### config.mk
export PLATFORM = sky130hd
export DESIGN_NAME = sps_setpoint_switch
export DESIGN_NICKNAME = d
export VERILOG_FILES = /design/src/rtl/sps_pkg.sv /design/src/rtl/sps_setpoint_switch.sv
export SDC_FILE = /design/constraint.sdc
export NUM_CORES = 1
export LEC_CHECK = 0
export BUFFER_PORTS_ARGS = -buffer_cell sky130_fd_sc_hd__buf_4
export CELL_PAD_IN_SITES_DETAIL_PLACEMENT = 1
export CELL_PAD_IN_SITES_GLOBAL_PLACEMENT = 2
export CORE_UTILIZATION = 26
export DETAILED_ROUTE_END_ITERATION = 10
export GPL_TIMING_DRIVEN = 0
export PLACE_DENSITY_LB_ADDON = 0.1
export SLEW_MARGIN = 20
export SYNTH_ARGS = -nofsm -noshare
export SYNTH_HDL_FRONTEND = slang
export SYNTH_SLANG_ARGS = --single-unit
### constraint.sdc
create_clock -name pclk -period 7.3 [get_ports pclk]
set_input_delay 2.19 -clock pclk [delete_from_list [all_inputs] [get_ports pclk]]
set_output_delay 2.19 -clock pclk [all_outputs]
set_load 0.05 [all_outputs]
### src/rtl/sps_pkg.sv
// Package with constants and carrier types for the setpoint source switch.
package sps_pkg;
    // ------------------------------------------------------------------
    // Widths
    // ------------------------------------------------------------------
    localparam int VAL_W = 16;

    // ------------------------------------------------------------------
    // APB register offsets
    // ------------------------------------------------------------------
    localparam logic [7:0] OFF_CFG    = 8'h00;
    localparam logic [7:0] OFF_WI     = 8'h04;
    localparam logic [7:0] OFF_SH     = 8'h08;
    localparam logic [7:0] OFF_SES    = 8'h0C;
    localparam logic [7:0] OFF_STATUS = 8'h10;
    localparam logic [7:0] OFF_ACTIVE = 8'h14;
    localparam logic [7:0] OFF_EXT    = 8'h18;

    // ------------------------------------------------------------------
    // Configuration field positions
    // ------------------------------------------------------------------
    localparam int CFG_KEY_LSB   = 0;  // key_force_sw, 2 bits.
    localparam int CFG_READY_LSB = 2;  // ready_force_sw, 4 bits.
    localparam int CFG_SRC_LSB   = 6;  // ext_source_select_sw, 3 bits.
    localparam int CFG_FAIL_BIT  = 9;  // failure_target_sw.
    localparam int CFG_SUPP_BIT  = 10; // tracking_suppress_sw.
    localparam int CFG_TRKX_BIT  = 11; // track_to_actual_sw.
    localparam int CFG_ACK_BIT   = 12; // ready_ack_sw.
    localparam int CFG_DISP_LSB  = 13; // display_order_sw, 2 bits.
    localparam int CFG_W         = 15;

    // ------------------------------------------------------------------
    // Reset values and switch encodings
    // ------------------------------------------------------------------
    localparam logic [CFG_W-1:0] CFG_RST = 15'h0020; // Key forced 1, ready forced 1.
    localparam logic [1:0] KEY_FORCE_ONE  = 2'h0;
    localparam logic [1:0] KEY_FORCE_ZERO = 2'h1;
    localparam logic [1:0] KEY_FOLLOW     = 2'h2;
    localparam logic [3:0] READY_FORCE_ZERO = 4'h0;
    localparam logic [3:0] READY_FORCE_ONE  = 4'h8;
    localparam logic [VAL_W-1:0] VAL_RST = 16'h0000;
    localparam logic [2:0] SRC_SERIAL_A = 3'h2;
    localparam logic [2:0] SRC_SERIAL_B = 3'h3;

    // ------------------------------------------------------------------
    // Ramp step per controller cycle
    // ------------------------------------------------------------------
    localparam logic [VAL_W-1:0] RAMP_STEP = 16'h0010;

    // ------------------------------------------------------------------
    // Types
    // ------------------------------------------------------------------
    typedef enum logic [3:0] {
        SRC_INT  = 4'b0001,
        SRC_EXT  = 4'b0010,
        SRC_SAFE = 4'b0100,
        SRC_X    = 4'b1000
    } sps_src_t;

    typedef struct packed {
        logic [VAL_W-1:0] active;
        logic [VAL_W-1:0] display;
        logic             lamp_x;
        logic             lamp_w;
    } sps_view_t;
endpackage

### src/rtl/sps_setpoint_switch.sv
// Setpoint source selection with tracking, failure handling and display.
// Functional notes
// - Computer operation is inverted key state AND computer-ready; selects external.
// - During computer operation the external path gives the active setpoint.
// - Selector 0,1,4,5 picks analog input; 2,3 picks serial value.
// - On ready falling, adopt tracked computer setpoint or safety setpoint.
// - Key state and ready can each be forced statically to 1 or 0.
// - Default forcing keeps the internal setpoint active, no switching.
// - Switching can follow only the key or only the ready input.
// - Key forced 0 with ready forced 1 locks external follower operation.
// - Shift key steps display: III external, IV main variable, I active.
// - Two lamps mark display levels I (lamp_w) and IV (lamp_x); both are dark at II and III.
// - Suppression switch stops inactive setpoints following the active one.
// - Internal case: tracked internal setpoint, both messages 1, internal lamp.
// - Request active with track-to-actual set makes actual value active.
// - Safety setpoint only from external on ready fall; key fall keeps internal.
// - Safety setpoint is never tracked; moves go through the ramp.
// - Serial external setpoint is tracked; analog external is not.
// - Messages are gated off by manual, tracking or safety requests.
// - Tracked setpoint loads value active before changeover, no step.
// - Behaviour is static ready switching without acknowledgement.
module sps_setpoint_switch (
    input  wire logic                     pclk,               // APB clock.
    input  wire logic                     presetn,            // Async reset, low.
    input  wire logic                     psel,               // APB select.
    input  wire logic                     penable,            // APB enable.
    input  wire logic                     pwrite,             // APB write.
    input  wire logic [7:0]               paddr,              // APB byte address.
    input  wire logic [31:0]              pwdata,             // APB write data.
    output logic      [31:0]              prdata,             // APB read data.
    output logic                          pready,             // APB ready.
    output logic                          pslverr,            // APB error.
    input  wire logic                     cycle_tick,         // Controller cycle strobe.
    input  wire logic                     computer_ready_in,  // Ready pin.
    input  wire logic                     internal_key_in,    // Internal/external key pulse.
    input  wire logic                     shift_key_in,       // Display shift key pulse.
    input  wire logic                     mode_request_in,    // Manual/tracking/safety OR.
    input  wire logic [15:0]              analog_external_setpoint, // Analog input.
    input  wire logic [15:0]              actual_value,       // Actual value x.
    input  wire logic [15:0]              main_controlled_var,// Main variable.
    output logic                          computer_operation_out, // Operation message.
    output logic                          computer_standby_out,   // Standby message.
    output logic                          internal_lamp,      // Internal lamp.
    output logic                          computer_lamp,      // Computer lamp.
    output logic      [15:0]              active_setpoint,    // Ramped active setpoint.
    output logic      [15:0]              display_value,      // Setpoint display.
    output logic                          lamp_x,             // Actual-value lamp.
    output logic                          lamp_w              // Setpoint lamp.
);
    localparam int W = sps_pkg::VAL_W;

    // ------------------------------------------------------------------
    // Pin synchronisers
    // ------------------------------------------------------------------
    logic [4:0] sync1_q;
    logic [4:0] sync2_q;
    logic       key_prev_q;
    logic       shift_prev_q;

    // Two flops for every asynchronous control pin.
    always_ff @(posedge pclk or negedge presetn) begin
        if (!presetn) begin
            sync1_q <= 5'h00;
            sync2_q <= 5'h00;
        end else begin
            sync1_q <= {cycle_tick, computer_ready_in, internal_key_in,
                        shift_key_in, mode_request_in};
            sync2_q <= sync1_q;
        end
    end

    wire tick_s  = sync2_q[4];
    wire ready_s = sync2_q[3];
    wire key_s   = sync2_q[2];
    wire shift_s = sync2_q[1];
    wire req_s   = sync2_q[0];

    // ------------------------------------------------------------------
    // APB registers
    // ------------------------------------------------------------------
    logic [sps_pkg::CFG_W-1:0] cfg_q;
    logic [W-1:0]              wi_q;
    logic [W-1:0]              sh_q;
    logic [W-1:0]              ses_q;

    wire acc     = psel & penable;
    wire wr      = acc & pwrite;
    wire hit_cfg = paddr == sps_pkg::OFF_CFG;
    wire hit_wi  = paddr == sps_pkg::OFF_WI;
    wire hit_sh  = paddr == sps_pkg::OFF_SH;
    wire hit_ses = paddr == sps_pkg::OFF_SES;
    wire hit_st  = paddr == sps_pkg::OFF_STATUS;
    wire hit_act = paddr == sps_pkg::OFF_ACTIVE;
    wire hit_ext = paddr == sps_pkg::OFF_EXT;
    wire mapped  = hit_cfg | hit_wi | hit_sh | hit_ses | hit_st | hit_act | hit_ext;

    wire [1:0] key_sw   = cfg_q[sps_pkg::CFG_KEY_LSB +: 2];
    wire [3:0] ready_sw = cfg_q[sps_pkg::CFG_READY_LSB +: 4];
    wire [2:0] src_sw   = cfg_q[sps_pkg::CFG_SRC_LSB +: 3];
    wire       fail_sw  = cfg_q[sps_pkg::CFG_FAIL_BIT];
    wire       supp_sw  = cfg_q[sps_pkg::CFG_SUPP_BIT];
    wire       trkx_sw  = cfg_q[sps_pkg::CFG_TRKX_BIT];
    wire [1:0] disp_sw  = cfg_q[sps_pkg::CFG_DISP_LSB +: 2];

    // ------------------------------------------------------------------
    // Forcing of key state and ready
    // ------------------------------------------------------------------
    logic       int_key_q;
    logic       ready_prev_q;
    wire key_edge   = key_s & ~key_prev_q;
    wire key_state  = (key_sw == sps_pkg::KEY_FORCE_ONE)  ? 1'b1 :
                      (key_sw == sps_pkg::KEY_FORCE_ZERO) ? 1'b0 :
                      int_key_q;
    wire ready_eff  = (ready_sw == sps_pkg::READY_FORCE_ONE)  ? 1'b1 :
                      (ready_sw == sps_pkg::READY_FORCE_ZERO) ? 1'b0 :
                      ready_s;
    wire comp_op    = ~key_state & ready_eff;
    wire ready_fall = ready_prev_q & ~ready_eff;

    // External source selection.
    wire          use_serial = (src_sw == sps_pkg::SRC_SERIAL_A) |
                               (src_sw == sps_pkg::SRC_SERIAL_B);
    wire [W-1:0]  ext_val    = use_serial ? ses_q : analog_external_setpoint;

    // ------------------------------------------------------------------
    // Source state machine
    // ------------------------------------------------------------------
    sps_pkg::sps_src_t src_q;
    sps_pkg::sps_src_t src_d;
    sps_pkg::sps_src_t base_d;

    // Base source: computer operation picks external, else internal or safety.
    always_comb begin
        base_d = src_q;
        if (comp_op) begin
            base_d = sps_pkg::SRC_EXT;
        end else if (ready_fall && src_q == sps_pkg::SRC_EXT && fail_sw) begin
            base_d = sps_pkg::SRC_SAFE;
        end else if (src_q == sps_pkg::SRC_SAFE && !key_state) begin
            base_d = sps_pkg::SRC_SAFE;
        end else begin
            base_d = sps_pkg::SRC_INT;
        end
        src_d = (req_s && trkx_sw) ? sps_pkg::SRC_X : base_d;
    end

    // Target value of each source.
    logic [W-1:0] target;
    always_comb begin
        unique case (src_q)
            sps_pkg::SRC_INT:  target = wi_q;
            sps_pkg::SRC_EXT:  target = ext_val;
            sps_pkg::SRC_SAFE: target = sh_q;
            sps_pkg::SRC_X:    target = actual_value;
            default:           target = wi_q;
        endcase
    end

    // Ramp toward the target for every source change, safety included.
    logic [W-1:0] act_q;
    wire [W:0]    up_sum  = {1'b0, act_q} + {1'b0, sps_pkg::RAMP_STEP};
    wire [W:0]    dn_diff = {1'b0, act_q} - {1'b0, sps_pkg::RAMP_STEP};
    wire          near    = (target > act_q) ? (target - act_q <= sps_pkg::RAMP_STEP)
                                             : (act_q - target <= sps_pkg::RAMP_STEP);
    wire [W-1:0]  act_d   = near ? target :
                            (target > act_q) ? up_sum[W-1:0] : dn_diff[W-1:0];

    // Tracking: the internal and serial setpoints follow the active one while inactive, unless suppressed.
    wire changing  = src_d != src_q;
    wire trk_en    = ~supp_sw;
    wire wi_track  = trk_en & (src_q != sps_pkg::SRC_INT);
    // The serial value follows unless it is the source in use, so a later move to it is bumpless.
    wire ses_track = trk_en & ~(use_serial & (src_q == sps_pkg::SRC_EXT));

    // ------------------------------------------------------------------
    // Display levels
    // ------------------------------------------------------------------
    logic [1:0] level_q;
    wire        shift_edge = shift_s & ~shift_prev_q;
    wire        lvl3_ok    = disp_sw[0];
    wire        lvl4_ok    = disp_sw[1];
    logic [1:0] level_next;
    always_comb begin
        unique case (level_q)
            2'h0:    level_next = 2'h1;
            2'h1:    level_next = lvl3_ok ? 2'h2 : (lvl4_ok ? 2'h3 : 2'h0);
            2'h2:    level_next = lvl4_ok ? 2'h3 : 2'h0;
            default: level_next = 2'h0;
        endcase
    end
    sps_pkg::sps_view_t view_d;
    always_comb begin
        view_d.active = act_d;
        unique case (level_q)
            2'h0:    view_d.display = act_q;
            2'h1:    view_d.display = actual_value;
            2'h2:    view_d.display = ext_val;
            default: view_d.display = main_controlled_var;
        endcase
        view_d.lamp_x = (level_q == 2'h3);
        view_d.lamp_w = (level_q == 2'h0);
    end

    // ------------------------------------------------------------------
    // Clocked state
    // ------------------------------------------------------------------
    // Register writes by APB; hardware tracking wins over a software write.
    always_ff @(posedge pclk or negedge presetn) begin
        if (!presetn) begin
            cfg_q <= sps_pkg::CFG_RST;
            wi_q  <= sps_pkg::VAL_RST;
            sh_q  <= sps_pkg::VAL_RST;
            ses_q <= sps_pkg::VAL_RST;
        end else begin
            if (wr && hit_cfg) cfg_q <= pwdata[sps_pkg::CFG_W-1:0];
            if (wr && hit_sh)  sh_q  <= pwdata[W-1:0];
            if (tick_s && wi_track) wi_q <= act_q;
            else if (wr && hit_wi) wi_q <= pwdata[W-1:0];
            if (tick_s && ses_track) ses_q <= act_q;
            else if (wr && hit_ses) ses_q <= pwdata[W-1:0];
        end
    end

    // Per-cycle selection, edge memories and display.
    always_ff @(posedge pclk or negedge presetn) begin
        if (!presetn) begin
            src_q        <= sps_pkg::SRC_INT;
            act_q        <= sps_pkg::VAL_RST;
            int_key_q    <= 1'b1;
            ready_prev_q <= 1'b1;
            key_prev_q   <= 1'b0;
            shift_prev_q <= 1'b0;
            level_q      <= 2'h0;
        end else begin
            key_prev_q   <= key_s;
            shift_prev_q <= shift_s;
            if (key_edge) int_key_q <= ~int_key_q;
            if (shift_edge) level_q <= level_next;
            if (tick_s) begin
                src_q        <= src_d;
                act_q        <= act_d;
                ready_prev_q <= ready_eff;
            end
        end
    end

    // Registered outputs.
    wire ops_d = comp_op & ~req_s;
    wire sby_d = key_state & ~req_s;
    always_ff @(posedge pclk or negedge presetn) begin
        if (!presetn) begin
            computer_operation_out <= 1'b0;
            computer_standby_out   <= 1'b0;
            internal_lamp          <= 1'b1;
            computer_lamp          <= 1'b0;
            active_setpoint        <= sps_pkg::VAL_RST;
            display_value          <= sps_pkg::VAL_RST;
            lamp_x                 <= 1'b0;
            lamp_w                 <= 1'b1;
        end else begin
            if (tick_s) begin
                computer_operation_out <= ops_d | sby_d;
                computer_standby_out   <= sby_d;
                internal_lamp          <= key_state;
                computer_lamp          <= ~ready_eff;
                active_setpoint        <= view_d.active;
            end
            display_value <= view_d.display;
            lamp_x        <= view_d.lamp_x;
            lamp_w        <= view_d.lamp_w;
        end
    end

    // ------------------------------------------------------------------
    // APB read path
    // ------------------------------------------------------------------
    wire [31:0] status_w = {23'h000000, src_q, ready_eff, key_state, comp_op,
                            req_s, computer_standby_out};
    wire [31:0] rd_mux   = hit_cfg ? {17'h00000, cfg_q} :
                           hit_wi  ? {16'h0000, wi_q} :
                           hit_sh  ? {16'h0000, sh_q} :
                           hit_ses ? {16'h0000, ses_q} :
                           hit_st  ? status_w :
                           hit_act ? {16'h0000, act_q} :
                           hit_ext ? {16'h0000, ext_val} : 32'h00000000;

    // No wait state: read data and ready are registered in the setup cycle.
    always_ff @(posedge pclk or negedge presetn) begin
        if (!presetn) begin
            prdata  <= 32'h00000000;
            pready  <= 1'b0;
            pslverr <= 1'b0;
        end else begin
            pready  <= psel & ~penable;
            prdata  <= rd_mux;
            pslverr <= psel & ~penable & ~mapped;
        end
    end
endmodule

==> metrics.csv <==
metric;value;unit
Worst Max-Slew Pin Slew;1150;ps
synth cell count leaders;dfrtp_1, mux2i_1, nor2_1, a21oi_1, nand2_1;
Max Cap Viol;0;
Final setup viols;0;
CP arrival;7320;ps
final core occ;33.1;%
Synth Area in XOR/XNOR;1.50;%
CTS clk-pin slew, worst paths;70;ps
simple-gate portion of the synthesized area;12.2;%
Root Driver;clkbuf_16;
largest family of logic cells by synthesized area;compound AO/OA/AOI/OAI gates;
I/O Pins;170;
Setup Slack @ Placement;-863;ps
antenna viol nets, final;0;
most numerous cell in the Yosys netlist;dfrtp_1;
Synth top area share;35.6;%
TritonCTS buffer count;17;
Final Hold Fails;0;
final worst-path cycle share;96.3;%
Max Slew Vio Count;0;
Yosys top cell by area;dfrtp_1;
Post-synth EDFFs;0;
vias in the first global route;8581;
Avg WL per Cell;25.2;µm
yosys warns;0;
post-synthesis mux area share;17.6;%
top cells by area, synth;dfrtp_1, mux2i_1, mux2_2;
WL final;39900;µm
Peak VDD IR;0.339;mV
CP max FO;15;
average cell area after synthesis;10.0;µm²
initial core utilization;26.3;%
crit start category;input pin;
clock tree from TritonCTS;built;
area growth from synthesis to layout;25.9;%
Synth Cell Area;9340;µm²
Rel. slew slack;23.6;%
first-pass GRT wire length;58600;µm
Critical Path RT;7590;ps
ANT cells;0;
height of the die;191;µm
CTS Hold Buffers Added;0;
pin count of the biggest net entering global routing;73;
Tot GR Track Use;22.3;%
post-DP HPWL;29900;µm
Fin Setup TNS;0;ps
# DRC;0;
die footprint;36700;µm²
Synth cell types;84;
Setup WS post-layout;268;ps
violation count after the first detailed-route iteration;638;
CP startpoint;analog_external_setpoint[6];
vias per inst;5.27;
CTS H-tree depth;4;
async set-or-reset flop fraction in the synthesized netlist;100;%
Final nets;1249;
antenna violations before repair;0;
cell count after synthesis;933;
die width;191;µm
Port Buffer Count;137;
Worst Path Class, Setup;input pin to flip-flop;
fmax;0.142;GHz
layout cells sized above 1;27.5;%
CTS Buffer Depth;2;
pwr dens;399;nW/µm²
total gr overflow;0;
fin crit period;7030;ps
Post-Synth Adder-Cell Area;6.06;%
RSZ-0062 raised after global routing;false;
Worst-Skew Late Latency;440;ps
GPL Wtd Cong;0.801;
via count;8333;
Worst path max stage delay;430;ps
# clock sinks;139;
cell family with most CP delay;compound AO/OA/AOI/OAI gates;
Worst path slowest cell;a2111oi_4;
Core Box Area;35500;µm²
crit-path cells;buf_4 -> mux2_2 -> a222oi_1 -> a21oi_1 -> ha_1 -> clkbuf_8 -> nand4_1 -> nor4_1 -> or2_1 -> a41o_4 -> ha_1 -> a21o_1 -> a21o_1 -> a2111oi_4 -> nor3_1 -> o31ai_1 -> xor2_1 -> nor3_1 -> o211ai_2 -> o221ai_1;
Compound-Gate Fraction of Synth Area;18.6;%
hold_sp;sync1_q[0];
leakage power;0.00532;µW
min-delay worst type;flip-flop to flip-flop;
# rows;69;
First-pass DRT Iterations;8;
#FFs+latches synth;139;
status;completed;
CP endpoint kind;flip-flop;
clk_skew;13.1;ps
sequential share of the synthesized area;37.3;%
top_reg_cell synth;dfrtp_1;
Crit path buffers/inverters;2;
r2r startpoint;src_q[0];
[timing repair]
item,4_1_cts,5_1_grt
gates resized for setup,6,8
endpoints found under the setup margin,4,2
buffers inserted,0,0
[path summary, 6_finish.rpt]
kind,cells past startpoint,to,slack [ps]
worst max-delay path,20,active_setpoint[15],270
worst min-delay path,0,sync2_q[0],350
worst max register to register,21,active_setpoint[15],350
worst min register to register,0,sync2_q[0],350
max in group asynchronous,2,ready_prev_q,4750
min in group asynchronous,1,prdata[0],1720
[layout make-up]
class                      count  area [µm²]
buffer                        72         440
clock buffer                  21         450
clock inverter                11         194
fill                        4048       23700
inverter                      51         191
multi-input combinational    686        5340
sequential                   139        3490
tap                          461         577
timing repair buffer         140        1070
[where the power goes]
part	leakage, µW	total [µW]	internal [µW]	switching [µW]
combinational	0.00333	2650	1060	1580
sequential	0.00169	1060	891	172
clock	0.000300	976	615	361
[routing by layer]
metal  vias to the layer above  GRT usage (%)  share of wire [%]
li1                       3790              -                  -
met1                      4294           32.1                 49
met2                       221           35.4                 46
met3                        28           2.72                3.9
met4                         0           4.95                1.4
met5                         -              0                  0
[registers in the layout, summed over array words and instances (netlist names), 2 cells and up]
name             cells
src_q                4
prdata              16
display_value       16
cfg_q               15
active_setpoint     16
ses_q               16
sync1_q              5
sh_q                16
level_q              2
sync2_q              5
wi_q                16
[stage by stage]
step	area (µm²)	hold slack, ps	power (µW)	std cells
after global placement	11000	335	3660	1546
after floorplan	9390	331	2900	948
after global routing	11800	358	5010	1581
final	11800	349	4690	1581
after CTS	11700	351	4690	1581
after detailed placement	11100	338	3680	1549
[worst register-to-register path: cells and delay by family (launching register included)]
family	cells	cell delay [ps]
AOI/OAI and AO/OA	9	2530
DFF	1	360
and+or+nand+nor	6	1740
xor gates and xnor gates	1	370
buffers and inverters	3	1200
adders and majority gates	2	590
[layout by cell type (no fill, tap or decap), types with 6 or more instances in the layout]
| master | count |
|---|---|
| buf_4 | 156 |
| mux2i_1 | 74 |
| nand4_1 | 10 |
| buf_6 | 6 |
| a21o_1 | 8 |
| xnor2_1 | 11 |
| inv_1 | 50 |
| a222oi_1 | 22 |
| o221ai_1 | 12 |
| o21bai_1 | 6 |
| nor3_1 | 15 |
| a31oi_1 | 11 |
| clkbuf_1 | 31 |
| nor2_1 | 63 |
| mux2_2 | 48 |
| o22ai_1 | 10 |
| conb_1 | 16 |
| o21ai_0 | 49 |
| mux4_2 | 16 |
| clkbuf_16 | 17 |
| dfrtp_1 | 133 |
| nand3_1 | 14 |
| nand2_1 | 53 |
| a21oi_1 | 62 |
| dfstp_2 | 6 |
| and3_1 | 7 |
| a22oi_1 | 10 |
| nand2b_1 | 15 |
| ha_1 | 42 |
| clkbuf_2 | 6 |
| nor2b_1 | 9 |
| a221o_1 | 8 |
| buf_2 | 6 |
[cell families after synthesis]
logic type | after synthesis
AO/OA/AOI/OAI | 247
adder cells (fa/ha/maj) | 44
AND/OR/NAND/NOR | 225
XOR/XNOR | 16
multiplexers | 138
buffers and inverters | 123
other | 1
flip-flops | 139
Power figures use the tool's default switching activity.
